[config.mk]
export PLATFORM = sky130hd
export DESIGN_NAME = osa_output_select
export DESIGN_NICKNAME = d
export VERILOG_FILES = /design/src/osa_pkg.sv /design/src/osa_output_select.sv
export VERILOG_INCLUDE_DIRS = /design/src /design/src/src
export SDC_FILE = /design/constraint.sdc
export NUM_CORES = 1
export LEC_CHECK = 0
export BUFFER_PORTS_ARGS = -buffer_cell sky130_fd_sc_hd__buf_2
export CORE_UTILIZATION = 49
export CTS_BUF_LIST = sky130_fd_sc_hd__clkbuf_8
export DETAILED_ROUTE_END_ITERATION = 7
export GPL_TIMING_DRIVEN = 0
export PLACE_DENSITY = 0.7
export SETUP_SLACK_MARGIN = 0.05
export SLEW_MARGIN = 20
export SYNTH_ARGS = -nofsm -noshare
export SYNTH_HDL_FRONTEND = slang
export SYNTH_SLANG_ARGS = --single-unit
[constraint.sdc]
create_clock -name clk -period 2.9 [get_ports clk]
set_input_delay 0 -clock clk [delete_from_list [all_inputs] [get_ports clk]]
set_output_delay 0 -clock clk [all_outputs]
set_load 0.02 [all_outputs]
[src/osa_defines.svh]
// Register offsets, reset values and field positions of the output assignment selector
`ifndef OSA_DEFINES_SVH
`define OSA_DEFINES_SVH

`define OSA_NUM_OUT 8
`define OSA_CODE_W 8
`define OSA_ASSIGN_BASE 8'h00
`define OSA_OUTSTATE_OFS 8'h20
`define OSA_IRQSTAT_OFS 8'h24
`define OSA_IRQMASK_OFS 8'h28
`define OSA_SRCMON_OFS 8'h2C
`define OSA_ASSIGN_RST 8'h00
`define OSA_IRQMASK_RST 3'h0
`define OSA_IRQ_REJECT_BIT 0
`define OSA_IRQ_CHANGE_BIT 1
`define OSA_IRQ_ALARM_BIT 2
`define OSA_IRQ_W 3
`define OSA_IDX_OUTSTATE 4'h8
`define OSA_IDX_IRQSTAT 4'h9
`define OSA_IDX_IRQMASK 4'hA
`define OSA_IDX_SRCMON 4'hB
`define OSA_IDX_NONE 4'hF

`endif

[src/osa_pkg.sv]
// Types of the output assignment selector
`default_nettype none
package osa_pkg;

  typedef logic [7:0] osa_code_t;

  typedef enum logic [7:0] {
    OSA_UNUSED = 8'h00,
    OSA_FWD_CONT = 8'h38,
    OSA_REV_CONT = 8'h39,
    OSA_DSEL_FIRST = 8'h40,
    OSA_DSEL_LAST = 8'h47,
    OSA_TEACH = 8'h4B,
    OSA_MON_REQ0 = 8'h4C,
    OSA_MON_REQ1 = 8'h4D,
    OSA_MON_SHIFT = 8'h4E,
    OSA_PULSE_EN = 8'h4F,
    OSA_GEN_FIRST = 8'h50,
    OSA_GEN_LAST = 8'h5F,
    OSA_CONST_OFF = 8'h80,
    OSA_ALARM_HI = 8'h81,
    OSA_ALARM_LO = 8'h82,
    OSA_POWERED = 8'h83,
    OSA_READY = 8'h84,
    OSA_MOVING = 8'h86,
    OSA_NOTICE = 8'h87,
    OSA_BUSY = 8'h88,
    OSA_TRQ_OFF_PEND = 8'h89,
    OSA_POS_DONE = 8'h8A,
    OSA_ZERO_SPEED = 8'h8B,
    OSA_TRQ_LIMIT = 8'h8C,
    OSA_SPEED_TGT = 8'h8D,
    OSA_EXCITED = 8'h8E
  } osa_code_e_t;

  typedef struct packed {
    logic fwd;
    logic rev;
    logic [7:0] dsel;
    logic teach;
    logic monReq0;
    logic monReq1;
    logic monShift;
    logic pulseEn;
    logic [15:0] gen;
    logic alarm;
    logic powered;
    logic ready;
    logic moving;
    logic notice;
    logic busy;
    logic trqOffPend;
    logic posDone;
    logic zeroSpd;
    logic trqLim;
    logic spdTgt;
    logic excited;
  } osa_src_t;

endpackage
`default_nettype wire

[src/osa_output_select.sv]
// Output assignment selector with AHB-Lite register slave and interrupt
//
// Behaviour
// - Code 128 holds output permanently off
// - Code 129 outputs alarm, normally open
// - Code 130 outputs alarm, normally closed
// - Code 131 outputs control supply powered
// - Code 132 outputs driver ready to operate
// - Code 134 outputs motor in motion
// - Code 135 outputs information notice status
// - Code 136 outputs internal processing busy
// - Code 137: torque-off until motor re-excited
// - Code 138 outputs positioning completed
// - Code 139 outputs feedback speed zero
// - Code 140 outputs torque at limit
// - Code 141 outputs speed reached target
// - Code 142 outputs windings excited
// - Codes 80 to 95 echo general inputs
// - Code 0 leaves the output unused
`include "osa_defines.svh"
`default_nettype none
module osa_output_select (
  input wire logic clk,
  input wire logic rst,
  input wire logic ce,
  input wire logic hsel,
  input wire logic [31:0] haddr,
  input wire logic [1:0] htrans,
  input wire logic hwrite,
  input wire logic [2:0] hsize,
  input wire logic [31:0] hwdata,
  input wire logic hready,
  output logic hreadyout,
  output logic hresp,
  output logic [31:0] hrdata,
  input wire logic fwdContinuousEcho,
  input wire logic revContinuousEcho,
  input wire logic [7:0] dataSelEcho,
  input wire logic teachRequestEcho,
  input wire logic posMonitorReq0Echo,
  input wire logic posMonitorReq1Echo,
  input wire logic posMonitorShiftEcho,
  input wire logic pulseRequestEnEcho,
  input wire logic [15:0] generalInEcho,
  input wire logic alarmPresent,
  input wire logic logicPowered,
  input wire logic driverReady,
  input wire logic motorMoving,
  input wire logic noticeFlag,
  input wire logic internalBusy,
  input wire logic safeTorqueOffInA,
  input wire logic safeTorqueOffInB,
  input wire logic positioningDone,
  input wire logic zeroSpeed,
  input wire logic torqueAtLimit,
  input wire logic speedAtTarget,
  input wire logic windingsExcited,
  output logic [`OSA_NUM_OUT-1:0] outPos,
  output logic irq
);

  osa_pkg::osa_code_t assign_reg [`OSA_NUM_OUT];
  logic [`OSA_NUM_OUT-1:0] outPos_next;
  logic [`OSA_IRQ_W-1:0] irqStat_reg;
  logic [`OSA_IRQ_W-1:0] irqMask_reg;
  logic trqOffPend_reg;
  logic alarmPrev_reg;
  logic wrPend_reg;
  logic [3:0] wrIdx_reg;
  logic [31:0] rdData_next;
  logic addrPhase;
  logic [3:0] addrIdx;
  logic wrReject;
  logic wrAccept;
  osa_pkg::osa_src_t src;

  // Code table; anything not listed is an illegal selection
  function automatic logic codeValid(input osa_pkg::osa_code_t code);
    logic ok;
    ok = 1'b0;
    case (code) inside
      osa_pkg::OSA_UNUSED, osa_pkg::OSA_FWD_CONT, osa_pkg::OSA_REV_CONT: ok = 1'b1;
      [osa_pkg::OSA_DSEL_FIRST:osa_pkg::OSA_DSEL_LAST]: ok = 1'b1;
      [osa_pkg::OSA_TEACH:osa_pkg::OSA_PULSE_EN]: ok = 1'b1;
      [osa_pkg::OSA_GEN_FIRST:osa_pkg::OSA_GEN_LAST]: ok = 1'b1;
      [osa_pkg::OSA_CONST_OFF:osa_pkg::OSA_READY]: ok = 1'b1;
      [osa_pkg::OSA_MOVING:osa_pkg::OSA_EXCITED]: ok = 1'b1;
      default: ok = 1'b0;
    endcase
    return ok;
  endfunction

  function automatic logic selectSrc(input osa_pkg::osa_code_t code, input osa_pkg::osa_src_t s);
    logic v;
    v = 1'b0;
    case (code) inside
      osa_pkg::OSA_FWD_CONT: v = s.fwd;
      osa_pkg::OSA_REV_CONT: v = s.rev;
      [osa_pkg::OSA_DSEL_FIRST:osa_pkg::OSA_DSEL_LAST]: v = s.dsel[code[2:0]];
      osa_pkg::OSA_TEACH: v = s.teach;
      osa_pkg::OSA_MON_REQ0: v = s.monReq0;
      osa_pkg::OSA_MON_REQ1: v = s.monReq1;
      osa_pkg::OSA_MON_SHIFT: v = s.monShift;
      osa_pkg::OSA_PULSE_EN: v = s.pulseEn;
      [osa_pkg::OSA_GEN_FIRST:osa_pkg::OSA_GEN_LAST]: v = s.gen[code[3:0]];
      osa_pkg::OSA_CONST_OFF: v = 1'b0;
      osa_pkg::OSA_ALARM_HI: v = s.alarm;
      osa_pkg::OSA_ALARM_LO: v = ~s.alarm;
      osa_pkg::OSA_POWERED: v = s.powered;
      osa_pkg::OSA_READY: v = s.ready;
      osa_pkg::OSA_MOVING: v = s.moving;
      osa_pkg::OSA_NOTICE: v = s.notice;
      osa_pkg::OSA_BUSY: v = s.busy;
      osa_pkg::OSA_TRQ_OFF_PEND: v = s.trqOffPend;
      osa_pkg::OSA_POS_DONE: v = s.posDone;
      osa_pkg::OSA_ZERO_SPEED: v = s.zeroSpd;
      osa_pkg::OSA_TRQ_LIMIT: v = s.trqLim;
      osa_pkg::OSA_SPEED_TGT: v = s.spdTgt;
      osa_pkg::OSA_EXCITED: v = s.excited;
      default: v = 1'b0;
    endcase
    return v;
  endfunction

  // Word offset to register index; upper address bits must be clear
  function automatic logic [3:0] decodeAddr(input logic [31:0] a);
    logic [3:0] idx;
    idx = `OSA_IDX_NONE;
    if (a[31:6] == 26'h0 && a[1:0] == 2'h0) begin
      if (a[7:0] < `OSA_OUTSTATE_OFS) begin
        idx = {1'b0, a[4:2]};
      end else if (a[7:0] == `OSA_OUTSTATE_OFS) begin
        idx = `OSA_IDX_OUTSTATE;
      end else if (a[7:0] == `OSA_IRQSTAT_OFS) begin
        idx = `OSA_IDX_IRQSTAT;
      end else if (a[7:0] == `OSA_IRQMASK_OFS) begin
        idx = `OSA_IDX_IRQMASK;
      end else if (a[7:0] == `OSA_SRCMON_OFS) begin
        idx = `OSA_IDX_SRCMON;
      end
    end
    return idx;
  endfunction

  always_comb begin
    src.fwd = fwdContinuousEcho;
    src.rev = revContinuousEcho;
    src.dsel = dataSelEcho;
    src.teach = teachRequestEcho;
    src.monReq0 = posMonitorReq0Echo;
    src.monReq1 = posMonitorReq1Echo;
    src.monShift = posMonitorShiftEcho;
    src.pulseEn = pulseRequestEnEcho;
    src.gen = generalInEcho;
    src.alarm = alarmPresent;
    src.powered = logicPowered;
    src.ready = driverReady;
    src.moving = motorMoving;
    src.notice = noticeFlag;
    src.busy = internalBusy;
    src.trqOffPend = trqOffPend_reg;
    src.posDone = positioningDone;
    src.zeroSpd = zeroSpeed;
    src.trqLim = torqueAtLimit;
    src.spdTgt = speedAtTarget;
    src.excited = windingsExcited;
  end

  // Only whole-word transfers are taken; others get OKAY and no effect
  assign addrPhase = hsel & htrans[1] & hready & (hsize == 3'h2);
  assign addrIdx = decodeAddr(haddr);
  assign wrAccept = wrPend_reg & ~wrIdx_reg[3] & codeValid(hwdata[7:0]);
  assign wrReject = wrPend_reg & ~wrIdx_reg[3] & ~codeValid(hwdata[7:0]);

  // Zero-wait slave: not ready during reset, ready from the first enabled cycle after it, and always OKAY
  always_ff @(posedge clk or posedge rst) begin
    if (rst) begin
      hreadyout <= 1'b0;
      hresp <= 1'b0;
    end else if (ce) begin
      hreadyout <= 1'b1;
      hresp <= 1'b0;
    end
  end

  always_ff @(posedge clk or posedge rst) begin
    if (rst) begin
      wrPend_reg <= 1'b0;
      wrIdx_reg <= `OSA_IDX_NONE;
    end else if (ce) begin
      wrPend_reg <= addrPhase & hwrite;
      wrIdx_reg <= addrIdx;
    end
  end

  always_comb begin
    rdData_next = 32'h0;
    if (!addrIdx[3]) begin
      rdData_next[7:0] = assign_reg[addrIdx[2:0]];
    end else if (addrIdx == `OSA_IDX_OUTSTATE) begin
      rdData_next[`OSA_NUM_OUT-1:0] = outPos;
    end else if (addrIdx == `OSA_IDX_IRQSTAT) begin
      rdData_next[`OSA_IRQ_W-1:0] = irqStat_reg;
    end else if (addrIdx == `OSA_IDX_IRQMASK) begin
      rdData_next[`OSA_IRQ_W-1:0] = irqMask_reg;
    end else if (addrIdx == `OSA_IDX_SRCMON) begin
      rdData_next[1:0] = {alarmPresent, trqOffPend_reg};
    end
  end

  always_ff @(posedge clk or posedge rst) begin
    if (rst) begin
      hrdata <= 32'h0;
    end else if (ce && addrPhase && !hwrite) begin
      hrdata <= rdData_next;
    end
  end

  // A refused code leaves the previous selection in force
  always_ff @(posedge clk or posedge rst) begin
    if (rst) begin
      for (int i = 0; i < `OSA_NUM_OUT; i++) begin
        assign_reg[i] <= `OSA_ASSIGN_RST;
      end
    end else if (ce && wrAccept) begin
      assign_reg[wrIdx_reg[2:0]] <= hwdata[7:0];
    end
  end

  // Pending from any torque-off input low; only re-excitation with both inputs back clears it
  always_ff @(posedge clk or posedge rst) begin
    if (rst) begin
      trqOffPend_reg <= 1'b0;
    end else if (ce) begin
      if (!safeTorqueOffInA || !safeTorqueOffInB) begin
        trqOffPend_reg <= 1'b1;
      end else if (windingsExcited) begin
        trqOffPend_reg <= 1'b0;
      end
    end
  end

  for (genvar g = 0; g < `OSA_NUM_OUT; g++) begin : gSel
    assign outPos_next[g] = selectSrc(assign_reg[g], src);
  end

  always_ff @(posedge clk or posedge rst) begin
    if (rst) begin
      outPos <= '0;
    end else if (ce) begin
      outPos <= outPos_next;
    end
  end

  // Hardware set wins over a write-one clear in the same cycle
  always_ff @(posedge clk or posedge rst) begin
    if (rst) begin
      irqStat_reg <= '0;
      irqMask_reg <= `OSA_IRQMASK_RST;
      alarmPrev_reg <= 1'b0;
    end else if (ce) begin
      alarmPrev_reg <= alarmPresent;
      if (wrPend_reg && wrIdx_reg == `OSA_IDX_IRQMASK) begin
        irqMask_reg <= hwdata[`OSA_IRQ_W-1:0];
      end
      irqStat_reg <= (irqStat_reg & ~((wrPend_reg && wrIdx_reg == `OSA_IDX_IRQSTAT) ?
        hwdata[`OSA_IRQ_W-1:0] : 3'h0)) |
        {alarmPresent & ~alarmPrev_reg, outPos_next != outPos, wrReject};
    end
  end

  always_ff @(posedge clk or posedge rst) begin
    if (rst) begin
      irq <= 1'b0;
    end else if (ce) begin
      irq <= |(irqStat_reg & irqMask_reg);
    end
  end

  logic gen0Sel;
  assign gen0Sel = generalInEcho[assign_reg[0][3:0]];
  logic irqPend;
  assign irqPend = |(irqStat_reg & irqMask_reg);

  AST_CONST_OFF: assert property (@(posedge clk) disable iff (rst)
    ce && assign_reg[0] == osa_pkg::OSA_CONST_OFF |=> !outPos[0])
    else $error("Code 128 output not held off");

  AST_ALARM_HI: assert property (@(posedge clk) disable iff (rst)
    ce && assign_reg[1] == osa_pkg::OSA_ALARM_HI |=> outPos[1] == $past(alarmPresent))
    else $error("Normally open alarm output wrong");

  AST_ALARM_LO: assert property (@(posedge clk) disable iff (rst)
    ce && assign_reg[2] == osa_pkg::OSA_ALARM_LO |=> outPos[2] == !$past(alarmPresent))
    else $error("Normally closed alarm output wrong");

  AST_MOVING: assert property (@(posedge clk) disable iff (rst)
    ce && assign_reg[5] == osa_pkg::OSA_MOVING |=> outPos[5] == $past(motorMoving))
    else $error("Motion output does not follow motion");

  AST_TRQ_OFF: assert property (@(posedge clk) disable iff (rst)
    ce && (!safeTorqueOffInA || !safeTorqueOffInB) |=> trqOffPend_reg)
    else $error("Torque-off pending not raised");

  // Only re-excitation may end the pending state, never the inputs alone
  AST_TRQ_HOLD: assert property (@(posedge clk) disable iff (rst)
    ce && trqOffPend_reg && !windingsExcited |=> trqOffPend_reg)
    else $error("Torque-off pending dropped before excitation");

  AST_TRQ_OUT: assert property (@(posedge clk) disable iff (rst)
    ce && assign_reg[0] == osa_pkg::OSA_TRQ_OFF_PEND |=> outPos[0] == $past(trqOffPend_reg))
    else $error("Torque-off output does not follow pending state");

  AST_EXCITED: assert property (@(posedge clk) disable iff (rst)
    ce && assign_reg[5] == osa_pkg::OSA_EXCITED |=> outPos[5] == $past(windingsExcited))
    else $error("Excitation output wrong");

  AST_GEN_ECHO: assert property (@(posedge clk) disable iff (rst)
    ce && assign_reg[0] inside {[osa_pkg::OSA_GEN_FIRST:osa_pkg::OSA_GEN_LAST]} |=> outPos[0] == $past(gen0Sel))
    else $error("General input echo wrong");

  AST_UNUSED: assert property (@(posedge clk) disable iff (rst)
    ce && assign_reg[4] == osa_pkg::OSA_UNUSED |=> !outPos[4])
    else $error("Unused output is driven");

  AST_REJECT: assert property (@(posedge clk) disable iff (rst)
    ce && wrPend_reg && wrIdx_reg == 4'h0 && !codeValid(hwdata[7:0])
      |=> assign_reg[0] == $past(assign_reg[0]) && irqStat_reg[`OSA_IRQ_REJECT_BIT])
    else $error("Undefined code accepted");

  AST_IRQ: assert property (@(posedge clk) disable iff (rst)
    ce |=> irq == $past(irqPend))
    else $error("Interrupt does not follow unmasked status");

  AST_POWERED: assert property (@(posedge clk) disable iff (rst)
    ce && assign_reg[3] == osa_pkg::OSA_POWERED |=> outPos[3] == $past(logicPowered))
    else $error("Powered output wrong");

  AST_READY: assert property (@(posedge clk) disable iff (rst)
    ce && assign_reg[4] == osa_pkg::OSA_READY |=> outPos[4] == $past(driverReady))
    else $error("Ready output wrong");

  AST_NOTICE: assert property (@(posedge clk) disable iff (rst)
    ce && assign_reg[6] == osa_pkg::OSA_NOTICE |=> outPos[6] == $past(noticeFlag))
    else $error("Notice output wrong");

  AST_BUSY: assert property (@(posedge clk) disable iff (rst)
    ce && assign_reg[7] == osa_pkg::OSA_BUSY |=> outPos[7] == $past(internalBusy))
    else $error("Busy output wrong");

  AST_POS_DONE: assert property (@(posedge clk) disable iff (rst)
    ce && assign_reg[1] == osa_pkg::OSA_POS_DONE |=> outPos[1] == $past(positioningDone))
    else $error("Positioning done output wrong");

  AST_ZERO_SPEED: assert property (@(posedge clk) disable iff (rst)
    ce && assign_reg[2] == osa_pkg::OSA_ZERO_SPEED |=> outPos[2] == $past(zeroSpeed))
    else $error("Zero speed output wrong");

  AST_TRQ_LIMIT: assert property (@(posedge clk) disable iff (rst)
    ce && assign_reg[3] == osa_pkg::OSA_TRQ_LIMIT |=> outPos[3] == $past(torqueAtLimit))
    else $error("Torque limit output wrong");

  AST_SPEED_TGT: assert property (@(posedge clk) disable iff (rst)
    ce && assign_reg[4] == osa_pkg::OSA_SPEED_TGT |=> outPos[4] == $past(speedAtTarget))
    else $error("Speed reached output wrong");

  AST_FWD_ECHO: assert property (@(posedge clk) disable iff (rst)
    ce && assign_reg[1] == osa_pkg::OSA_FWD_CONT |=> outPos[1] == $past(fwdContinuousEcho))
    else $error("Forward continuous echo wrong");

  COV_WRITE_OK: cover property (@(posedge clk) disable iff (rst) ce && wrAccept);
  COV_REJECT: cover property (@(posedge clk) disable iff (rst) ce && wrReject);
  COV_IRQ: cover property (@(posedge clk) disable iff (rst) irq);
  COV_TRQ_OFF_CLR: cover property (@(posedge clk) disable iff (rst) trqOffPend_reg ##1 !trqOffPend_reg);
  COV_FREEZE: cover property (@(posedge clk) disable iff (rst) !ce ##1 ce);

endmodule // osa_output_select
`default_nettype wire

==> impl_summary.log, run 1 <==
[metrics] outcome: finished, final reports clean
[metrics] total half-perimeter wirelength after legalization and detailed placement: 25600 um
[metrics] worst ir drop on vdd: 230 uV
[metrics] Internal Power: 1.91 mW
[metrics] headroom to the max-slew limit: 37.5%
[metrics] clock sink count: 95
[metrics] launch point of the worst hold path: haddr[5]
[metrics] Tightest Pin Transition: 0.937 ns
[metrics] die outline area: just under 20000 sq um
[metrics] fraction of power consumed by combinational cells: 20.3%
[metrics] main area contributors after synthesis: dfrtp_1 (25%), mux4_2 (11%), mux2_2 (9.7%)
[metrics] Synth Instances: approximately 1k
[metrics] path type of the worst min-delay path: input pin to register
[metrics] RSZ-0062 raised after global routing: true
[metrics] number of DRC markers after the initial detailed-route iteration: between 1k and 1.5k
[metrics] R2R Path Start: assign_reg[8]$_DFFE_PP0P_
[metrics] total via count in the routed design: 9675
[metrics] placed inst area: 10200 sq um
[metrics] post-synth cell types: 82
[metrics] final cell area excluding filler cells: 10600 sq um
[metrics] required time at the worst-slack endpoint: 3.18 ns
[metrics] kind of end point of the critical path: register
[metrics] overall track demand over capacity in global routing: 37.8%
[metrics] kind of start point of the critical path: register
[metrics] achievable frequency: 0.350 GHz
[metrics] average via count per standard cell: just under 7
[metrics] largest net degree at the start of global routing: 66
[metrics] floorplan die height: 140 um
[metrics] CP max-delay cell: dfrtp_1
[metrics] fin crit period: 2.86 ns
[metrics] Critical Setup Path Class: register to register
[metrics] busiest grt layer: met2
[metrics] max cap viols: 0
[metrics] r2r endpoint: irqStat_reg[1]$_DFFE_PP0P_
[metrics] Reg clk slew, reported paths: 0.13 ns
[metrics] WL per Instance: 25.8 um
[metrics] share of layout cells above drive strength 1: between 20% and 30%
[metrics] pwr dens: 277 nW/um^2
[metrics] Overflow after GRT: 0
[metrics] IO buf count: 105
[metrics] Core Region: between 15000 and 20000 sq um
[metrics] Mapped Avg Cell Area: 9.11 sq um
[metrics] GP Congestion: a little over 1
[metrics] global-route wire length before repair: about 55000 um
[metrics] Endpoint, Worst Hold: wrIdx_reg[2]$_DFFE_PP1P_
[metrics] most common library cells after synthesis: dfrtp_1 (91), mux2_2 (80), nor2_1 (68)
[metrics] Finish-stage setup viols: 0
[metrics] worst clock skew on the final layout: 0.0162 ns
[metrics] antenna fix cells: 0
[metrics] fraction of met2 tracks used by global routing: 57.2%
[metrics] Critical Path Most Common Cell: buf_6
[metrics] clock tree from TritonCTS: yes
[metrics] most frequently used cell type in the post-synthesis netlist: dfrtp_1
[metrics] Sequential Power Share: 47.0%
[metrics] DRC violation count after routing: 0
[metrics] crit-path max FO: 10
[metrics] total wirelength of the detailed-routed design: 36100 um
[metrics] initial antenna violation count: 1
[metrics] number of nets in the finished design: 1283
[metrics] core utilization of the finished layout: just under 60%
[metrics] cts bufs inserted: 9
[metrics] number of global-route vias before repair: 9346
[metrics] worst-skew pair later-pin latency: 0.41 ns
[metrics] flop-to-flop setup slack: 0.04 ns
[metrics] critical path's largest stage delay: 0.36 ns
[metrics] Setup WS post-layout: 0.0391 ns
[metrics] total number of yosys warnings: 0
[metrics] Synth Cell Area: 9270 sq um
[metrics] cell type with the highest aggregate area in the netlist: dfrtp_1
[metrics] Main synth FF type: dfrtp_1
[metrics] count of state elements after synthesis: 95
[metrics] final count of hold timing violations: 0
[metrics] launching instance or port of the critical path: assign_reg[8]$_DFFE_PP0P_
[metrics] DIE WIDTH: 140 um
[metrics] critical path arrival: 3.15 ns
[metrics] Pre-Repair DR Iteration Count: 6
[metrics] Sw Ratio: about a third
[metrics] antenna violation net count after detailed routing: 0
[metrics] Area growth syn-to-layout: 14.1%
[metrics] Place WS: -0.187 ns
[metrics] met3 usage: 10.7%
[metrics] ordered cell list for the critical path: buf_6 > buf_6 > clkinvlp_4 > o2111a_1 > o21ai_0 > o41ai_2 > o31ai_4 > xnor2_1 > a211o_1 > nor4_2 > a41oi_1
[metrics] fillcell total: 1665
[metrics] number of core rows: 49
[metrics] Net Switching: 1.02 mW
[metrics] CTS Root Cell: clkbuf_8
[metrics] flip-flop count of the largest register after layout: 64
[metrics] final worst-path cycle share: 98.7%
[metrics] number of max-slew violations in the final report: 0
[metrics] met1 Resource Use GR: between 40% and 50%
[metrics] H-tree levels: 3
[metrics] I/O pin cnt: 162
[metrics] cell depth of the worst flop-to-flop path: 11
[metrics] leakage: 4.25 nW
[metrics] hold path cells: 4
[metrics] Synth top area share: 24.6%
[metrics] Max Root-Sink Buffers: 2
[metrics] power share of the clock group: 32.6%
[metrics] Starting Density: about 50%
[metrics] share of the yosys chip area belonging to registers: 25.7%
[metrics] proportion of synthesized flip-flops having asynchronous set or reset: 100%
[metrics] number of enable-type register cells in the synthesized netlist: 0
## cell usage in the layout (no fill, tap or decap), types with 7 or more instances in the layout
cell	n
nor2b_1	31
buf_4	30
clkbuf_1	54
nor4_1	13
xnor2_1	7
nand3_1	16
a211oi_1	12
o21ai_0	51
a221oi_1	11
mux4_2	46
mux2i_1	46
buf_2	120
clkbuf_8	9
o211ai_1	9
nand3b_1	15
o22ai_1	15
nand2_1	65
nor3_1	16
a21oi_1	60
nor3b_1	9
conb_1	25
mux2_2	80
dfrtp_1	91
a31oi_1	13
o221ai_1	7
nor2_1	68
inv_1	29
nor4b_1	8
nor4bb_1	7
clkbuf_2	8
nand2b_1	18
nand4_1	7
## worst max path at each step
stage	cells after the start	end	slack (ns)
6_report	11	irqStat_reg[1]$_DFFE_PP0P_	0.04
5_1_grt	11	irqStat_reg[1]$_DFFE_PP0P_	-0.06
4_1_cts	11	irqStat_reg[1]$_DFFE_PP0P_	0.08
3_5_place_dp	10	irqStat_reg[1]$_DFFE_PP0P_	-0.19
3_3_place_gp	2	assign_reg[18]$_DFFE_PP0P_	-0.90
2_1_floorplan	7	irqStat_reg[1]$_DFFE_PP0P_	0.29
## repair_timing
item,CTS,global route
pin swaps,0,1
hold buffers,6,0
endpoints found under the hold margin,102,0
gates resized for setup,15,17
buffers inserted,0,2
gates cloned,0,0
setup endpoints to repair,1,3
## power by group through the flow
stage               Combinational, mW  Sequential [mW]  Clock, mW
finish                          0.596             1.38      0.957
floorplan                       0.289             1.41          0
global route                    0.621             1.38      0.999
global placement                0.562             1.39          0
detailed placement              0.574             1.40          0
CTS                             0.572             1.38      0.955
## metrics by stage
step	hold WS, ns	TNS, ns	cells	total power [mW]
global placement	0.293	-81.63	1375	1.96
detailed placement	0.00102	-0.187	1376	1.97
finish	0.0379	0	1398	2.93
CTS	0.0264	0	1397	2.91
floorplan	0.143	0	1041	1.70
global route	0.0733	-0.0596	1398	3.00
## critical path: cells and delay by family, from the launching register on
family                 cells  cell delay [ns]
XOR/XNOR                   1             0.10
buffers and inverters      3             0.46
flip-flops                 1             0.36
AO/OA/AOI/OAI              6             1.49
AND/OR/NAND/NOR            1             0.30
## cell families after synthesis
| group | Yosys count | share of synthesized area, % |
|---|---|---|
| compound gates | 265 | 19.7 |
| xor+xnor | 9 | 0.851 |
| buf+inv | 150 | 7.83 |
| flops | 95 | 25.7 |
| mux | 173 | 26.0 |
| other cells | 1 | 0.0405 |
| simple gates | 324 | 19.9 |
## per-layer routing
layer / routed length (um) / vias to the layer above
met5: 6 / -
met4: 2660 / 2
met3: 4300 / 202
met2: 15800 / 748
met1: 13300 / 4560
li1: - / 4163
## area by class of cell
type                    instances  area, sq um  area share, %
clock buffers                   9          124           1.17
clock inverters                 7         86.3          0.817
repair buffers                114          628           5.94
flip-flops and latches         95         2380           22.5
well taps                     229          287           2.71
plain buffers                 117          618           5.85
multi-input cells             796         6320           59.8
inverters                      31          125           1.18
No activity file was read; power rests on OpenSTA's default activity.
==> run 2, diff against run 1 <==
- CORE_ASPECT_RATIO: not set -> 0.7
==> impl_summary.log, run 2 (same netlist as run 1, synthesis figures left out) <==
[metrics] outcome: finished, violations left
[metrics] violated checks: DRC
[metrics] final count of hold timing violations: 0
[metrics] fillcell total: 1668
[metrics] setup_tns: 0 ns
[metrics] required time at the worst-slack endpoint: approximately 3.2 ns
[metrics] Finish-stage setup viols: 0
[metrics] R2R Path Start: assign_reg[21]$_DFFE_PP0P_
[metrics] register cell area after layout: approximately 2400 sq um
[metrics] die outline area: 19500 sq um
[metrics] Starting Density: approximately half
[metrics] filler-free cell count of the finished design: between 1k and 1.5k
[metrics] floorplan die height: 117 um
[metrics] initial antenna violation count: 1
[metrics] Area growth syn-to-layout: 15.5%
[metrics] H-tree levels: 3
[metrics] launch point of the worst hold path: haddr[5]
[metrics] final worst-path cycle share: between 90% and 100%
[metrics] number of global-route vias before repair: 8653
[metrics] launching instance or port of the critical path: assign_reg[21]$_DFFE_PP0P_
[metrics] post-layout total power: approximately 3 mW
[metrics] I/O pin cnt: 162
[metrics] Overflow after GRT: 0
[metrics] critical path arrival: 3.11 ns
[metrics] DIE WIDTH: 166 um
[metrics] antenna violation net count after detailed routing: 0
[metrics] Core Region: about 18000 sq um
[metrics] cell depth of the worst flop-to-flop path: 9
[metrics] number of nets in the finished design: approximately 1.3k
[metrics] number of core rows: 41
[metrics] Reg clk slew, reported paths: about 0.1 ns
[metrics] largest net degree at the start of global routing: 50
[metrics] worst-skew pair later-pin latency: approximately 0.40 ns
[metrics] total via count in the routed design: 9685
[metrics] average via count per standard cell: 6.87
[metrics] CTS Root Cell: clkbuf_8
[metrics] pwr dens: 275 nW/um^2
[metrics] flop-to-flop setup slack: 0.06 ns
[metrics] Max Root-Sink Buffers: 2
[metrics] RSZ-0062 raised after global routing: false
[metrics] most frequent standard cell in the layout excluding fill and tap cells: buf_2
[metrics] GP Congestion: 1.02
[metrics] antenna fix cells: 0
[metrics] achievable frequency: 0.352 GHz
[metrics] hold path cells: 3
[metrics] Pre-Repair DR Iteration Count: 8
[metrics] WL per Instance: around 27 um
[metrics] max cap viols: 0
[metrics] crit-path max FO: 6
[metrics] cts bufs inserted: 9
[metrics] Tightest Pin Transition: around 1.1 ns
[metrics] path type of the worst min-delay path: input pin to register
[metrics] fin crit period: 2.84 ns
[metrics] kind of end point of the critical path: register
[metrics] leakage: 4.32 nW
[metrics] worst ir drop on vdd: roughly 230 uV
[metrics] global-route wire length before repair: 54800 um
[metrics] Critical Setup Path Class: register to register
[metrics] headroom to the max-slew limit: 25.6%
[metrics] share of layout cells above drive strength 1: 31.8%
[metrics] number of DRC markers after the initial detailed-route iteration: 1320
[metrics] number of max-slew violations in the final report: 0
[metrics] clock sink count: 95
[metrics] worst clock skew on the final layout: about 0.010 ns
[metrics] top library cells by usage in the layout, fill and taps aside: buf_2 (122), dfrtp_1 (88), mux2_2 (80), nor2_1 (68), nand2_1 (65)
[metrics] Setup WS post-layout: 0.0554 ns
[metrics] total half-perimeter wirelength after legalization and detailed placement: 26600 um
[metrics] flip-flop count of the largest register after layout: 64
[metrics] total wirelength of the detailed-routed design: 37500 um
[metrics] Place WS: -0.187 ns
[metrics] # placed instances: 1383
[metrics] kind of start point of the critical path: register
[metrics] area occupied by multi-input gates: 6390 sq um
[metrics] DRC violation count after routing: 9
[metrics] clock tree from TritonCTS: yes
[metrics] IO buf count: 105
[metrics] overall track demand over capacity in global routing: approximately 39%
==> run 2: cell types whose count changed in the layout (fill, tap and decap cells not counted), sizes merged <==
| cell | previous run | this run |
|---|---|---|
| buf | 161 | 171 |
| clkinvlp | 1 | 2 |
| clkinv | 4 | 2 |
| clkbuf | 73 | 67 |
| bufinv | 0 | 1 |
==> run 2: final timing paths <==
kind | to
worst max-delay path | irqStat_reg[1]$_DFFE_PP0P_
worst min register to register | hreadyout$_DFFE_PP0P_
worst max register to register | irqStat_reg[1]$_DFFE_PP0P_
worst min-delay path | wrIdx_reg[3]$_DFFE_PP1P_
min in group asynchronous | irqStat_reg[2]$_DFFE_PP0P_
max in group asynchronous | assign_reg[28]$_DFFE_PP0P_
==> run 2: routing by layer <==
metal	track usage, %	share of wire [%]	vias to the layer above	wire length (um)
li1	-	-	4157	-
met1	53.2	41	4695	15300
met2	54.0	40	711	15100
met3	15.5	15	122	5570
met4	15.0	3.8	0	1420
met5	0	0	-	0
==> run 2: what timing repair did <==
| action | CTS | global route |
|---|---|---|
| resized for setup | 16 | 54 |
| setup endpoints to repair | 2 | 2 |
| hold buffers | 6 | 0 |
| pin swaps | 1 | 6 |
| buffers inserted | 0 | 8 |
| endpoints found under the hold margin | 49 | 0 |
==> run 2: area by class of cell <==
cell class              count  area share, %
flip-flops and latches     95           22.3
clock buffers               9           1.16
inverters                  31           1.17
clock inverters             7          0.678
repair buffers            120           6.29
well taps                 236           2.76
multi-input cells         796           59.7
plain buffers             115           5.90
==> run 2: stage by stage <==
stage | hold WS (ns) | instance area, sq um | utilization, %
after global routing | 0.0694 | 10700 | 58.6
after CTS | 0.0368 | 10500 | 57.6
after detailed placement | 0.0571 | 10200 | 55.9
after floorplan | 0.143 | 9360 | -
final | 0.0534 | 10700 | 58.6
after global placement | 0.274 | 10200 | 55.7
==> run 2: power by group <==
group / internal, mW / switching (mW)
sequential: 1.35 / 0.0302
combinational: 0.216 / 0.404
clock: 0.402 / 0.540
==> run 2: worst max-delay path: stages (launching register included) <==
cell,delay [ns]
dfrtp_1,0.47
nor4b_1,0.56
nor2b_1,0.30
o2111a_1,0.23
a21oi_1,0.06
o21ai_2,0.23
mux2i_1,0.11
a211o_1,0.29
nor4_4,0.29
a41oi_1,0.17
==> run 3, diff against run 2 <==
- REMOVE_ABC_BUFFERS: not set -> 1
==> impl_summary.log, run 3 (same netlist as run 1, synthesis figures left out) <==
[metrics] capturing instance or port of the critical path: irqStat_reg[1]$_DFFE_PP0P_
[metrics] cts bufs inserted: 9
[metrics] global-route wire length before repair: between 40000 and 50000 um
[metrics] number of nets in the finished design: roughly 1.2k
[metrics] # placed instances: 1271
[metrics] WL per Instance: 24.4 um
[metrics] leakage: 3.93 nW
[metrics] Starting Density: between 50% and 60%
[metrics] total half-perimeter wirelength after legalization and detailed placement: 22500 um
[metrics] worst-skew pair later-pin latency: 0.39 ns
[metrics] CP max-delay cell: or4b_2
[metrics] total wirelength of the detailed-routed design: 31900 um
[metrics] share of layout cells above drive strength 1: a little under a third
[metrics] GP Congestion: 0.948
[metrics] H-tree levels: 3
[metrics] achievable frequency: around 0.37 GHz
[metrics] kind of start point of the critical path: register
[metrics] antenna fix cells: 0
[metrics] Max Root-Sink Buffers: 2
[metrics] filler-free cell count of the finished design: 1306
[metrics] Pre-Repair DR Iteration Count: 8
[metrics] worst ir drop on vdd: 218 uV
[metrics] fraction of power consumed by combinational cells: between 10% and 20%
[metrics] fin crit period: 2.74 ns
[metrics] fillcell total: 1686
[metrics] number of DRC markers after the initial detailed-route iteration: 1320
[metrics] DIE WIDTH: 166 um
[metrics] Critical Setup Path Class: register to register
[metrics] outcome: finished, violations left
[metrics] clock sink count: 95
[metrics] overall track demand over capacity in global routing: 32.1%
[metrics] Net Switching: 0.872 mW
[metrics] final count of hold timing violations: 0
[metrics] Core Region: 18300 sq um
[metrics] violated checks: DRC
[metrics] critical path's largest stage delay: 0.72 ns
[metrics] number of core rows: 41
[metrics] launching instance or port of the critical path: assign_reg[28]$_DFFE_PP0P_
[metrics] average via count per standard cell: roughly 6.9
[metrics] power share of the clock group: between 30% and 40%
[metrics] CTS Root Cell: clkbuf_8
[metrics] pwr dens: 285 nW/um^2
[metrics] crit-path max FO: 6
[metrics] top library cells by usage in the layout, fill and taps aside: buf_2 (111), mux2_2 (80), dfrtp_1 (70), nor2_1 (68), nand2_1 (65)
[metrics] max cap viols: 0
[metrics] final worst-path cycle share: 94.4%
[metrics] Finish-stage setup viols: 0
[metrics] largest net degree at the start of global routing: 79
[metrics] antenna violation net count after detailed routing: 0
[metrics] Area growth syn-to-layout: 9.89%
[metrics] flip-flop count of the largest register after layout: 64
[metrics] Tightest Pin Transition: 0.787 ns
[metrics] Sequential Power Share: 47.8%
[metrics] total via count in the routed design: 8971
[metrics] final cell area excluding filler cells: 10200 sq um
[metrics] flop-to-flop setup slack: 0.16 ns
[metrics] headroom to the max-slew limit: 47.4%
[metrics] IO buf count: between 100 and 150
[metrics] RSZ-0062 raised after global routing: false
[metrics] most frequent standard cell in the layout excluding fill and tap cells: buf_2
[metrics] path type of the worst min-delay path: input pin to register
[metrics] Sw Ratio: 30.1%
[metrics] kind of end point of the critical path: register
[metrics] cell depth of the worst flop-to-flop path: 9
[metrics] placed inst area: 9640 sq um
[metrics] worst clock skew on the final layout: 0.0126 ns
[metrics] post-layout total power: 2.90 mW
[metrics] die outline area: 19500 sq um
[metrics] r2r endpoint: irqStat_reg[1]$_DFFE_PP0P_
[metrics] hold path cells: 3
[metrics] I/O pin cnt: 162
[metrics] critical path arrival: around 3 ns
[metrics] floorplan die height: 117 um
[metrics] number of max-slew violations in the final report: 0
[metrics] clock tree from TritonCTS: yes
[metrics] Overflow after GRT: 0
[metrics] R2R Path Start: assign_reg[28]$_DFFE_PP0P_
[metrics] initial antenna violation count: 0
[metrics] DRC violation count after routing: 3
[metrics] Reg clk slew, reported paths: 0.09 ns
[metrics] required time at the worst-slack endpoint: 3.15 ns
[metrics] ordered cell list for the critical path: or4b_2 > or2_2 > nor2_1 > a21oi_1 > a31oi_1 > o21ai_2 > xnor2_1 > nor4_2 > a41oi_1
[metrics] Internal Power: 2.03 mW
[metrics] number of global-route vias before repair: 7939
## run 3: area by class of cell
type | instances | area, sq um | area share, %
clock buffer | 9 | 124 | 1.22
clock inverter | 7 | 96.3 | 0.946
inverter | 31 | 121 | 1.19
multi-input combinational | 796 | 6350 | 62.4
sequential | 95 | 2440 | 24.0
tap | 236 | 295 | 2.90
timing repair buffer | 132 | 754 | 7.41
## run 3: how the worst min path moves through the flow
stage | startpoint | endpoint
finish | haddr[5] | wrIdx_reg[3]$_DFFE_PP1P_
global route | haddr[5] | wrIdx_reg[3]$_DFFE_PP1P_
CTS | haddr[5] | wrIdx_reg[3]$_DFFE_PP1P_
detailed placement | rst | hreadyout$_DFFE_PP0P_
global placement | hwrite | wrPend_reg$_DFFE_PP0P_
floorplan | ce | wrIdx_reg[3]$_DFFE_PP1P_
## run 3: critical path, delay by kind of cell (launching register included)
family	cells	cell delay, ns
simple gates	4	1.39
compound gates	4	0.59
flops	1	0.46
xor+xnor	1	0.17
## run 3: repair_timing
item                       in CTS  in global routing
gates cloned                    0                  0
hold endpoints to repair       95                  0
pin swaps                       2                  6
setup endpoints to repair       7                  3
hold buffers                    6                  0
resized for setup              27                 29
setup buffers                   6                  7
## run 3: power groups by stage
| stage | clock network, mW | registers [mW] | logic [mW] |
|---|---|---|---|
| floorplan | 0 | 1.42 | 0.216 |
| global placement | 0 | 1.41 | 0.480 |
| detailed placement | 0 | 1.41 | 0.492 |
| CTS | 0.996 | 1.39 | 0.502 |
| global route | 1.05 | 1.39 | 0.554 |
| finish | 0.987 | 1.39 | 0.524 |
## run 3: through the flow
step	hold WS [ns]	utilization [%]	setup slack (ns)	TNS, ns
floorplan	0.0504	-	0.0717	0
global placement	0.262	52.5	-0.717	-64.98
detailed placement	-0.0576	52.8	-0.678	-1.10
CTS	0.0231	54.9	0.0510	0
global route	0.0402	55.7	0.0525	0
finish	0.0400	55.7	0.162	0
## run 3: routing by layer
layer,GRT usage (%),up-vias,share of wire (%)
met3,10.5,39,15
met5,0,-,0
met4,6.42,0,1.6
met1,46.7,4404,42
li1,-,3942,-
met2,46.5,586,42
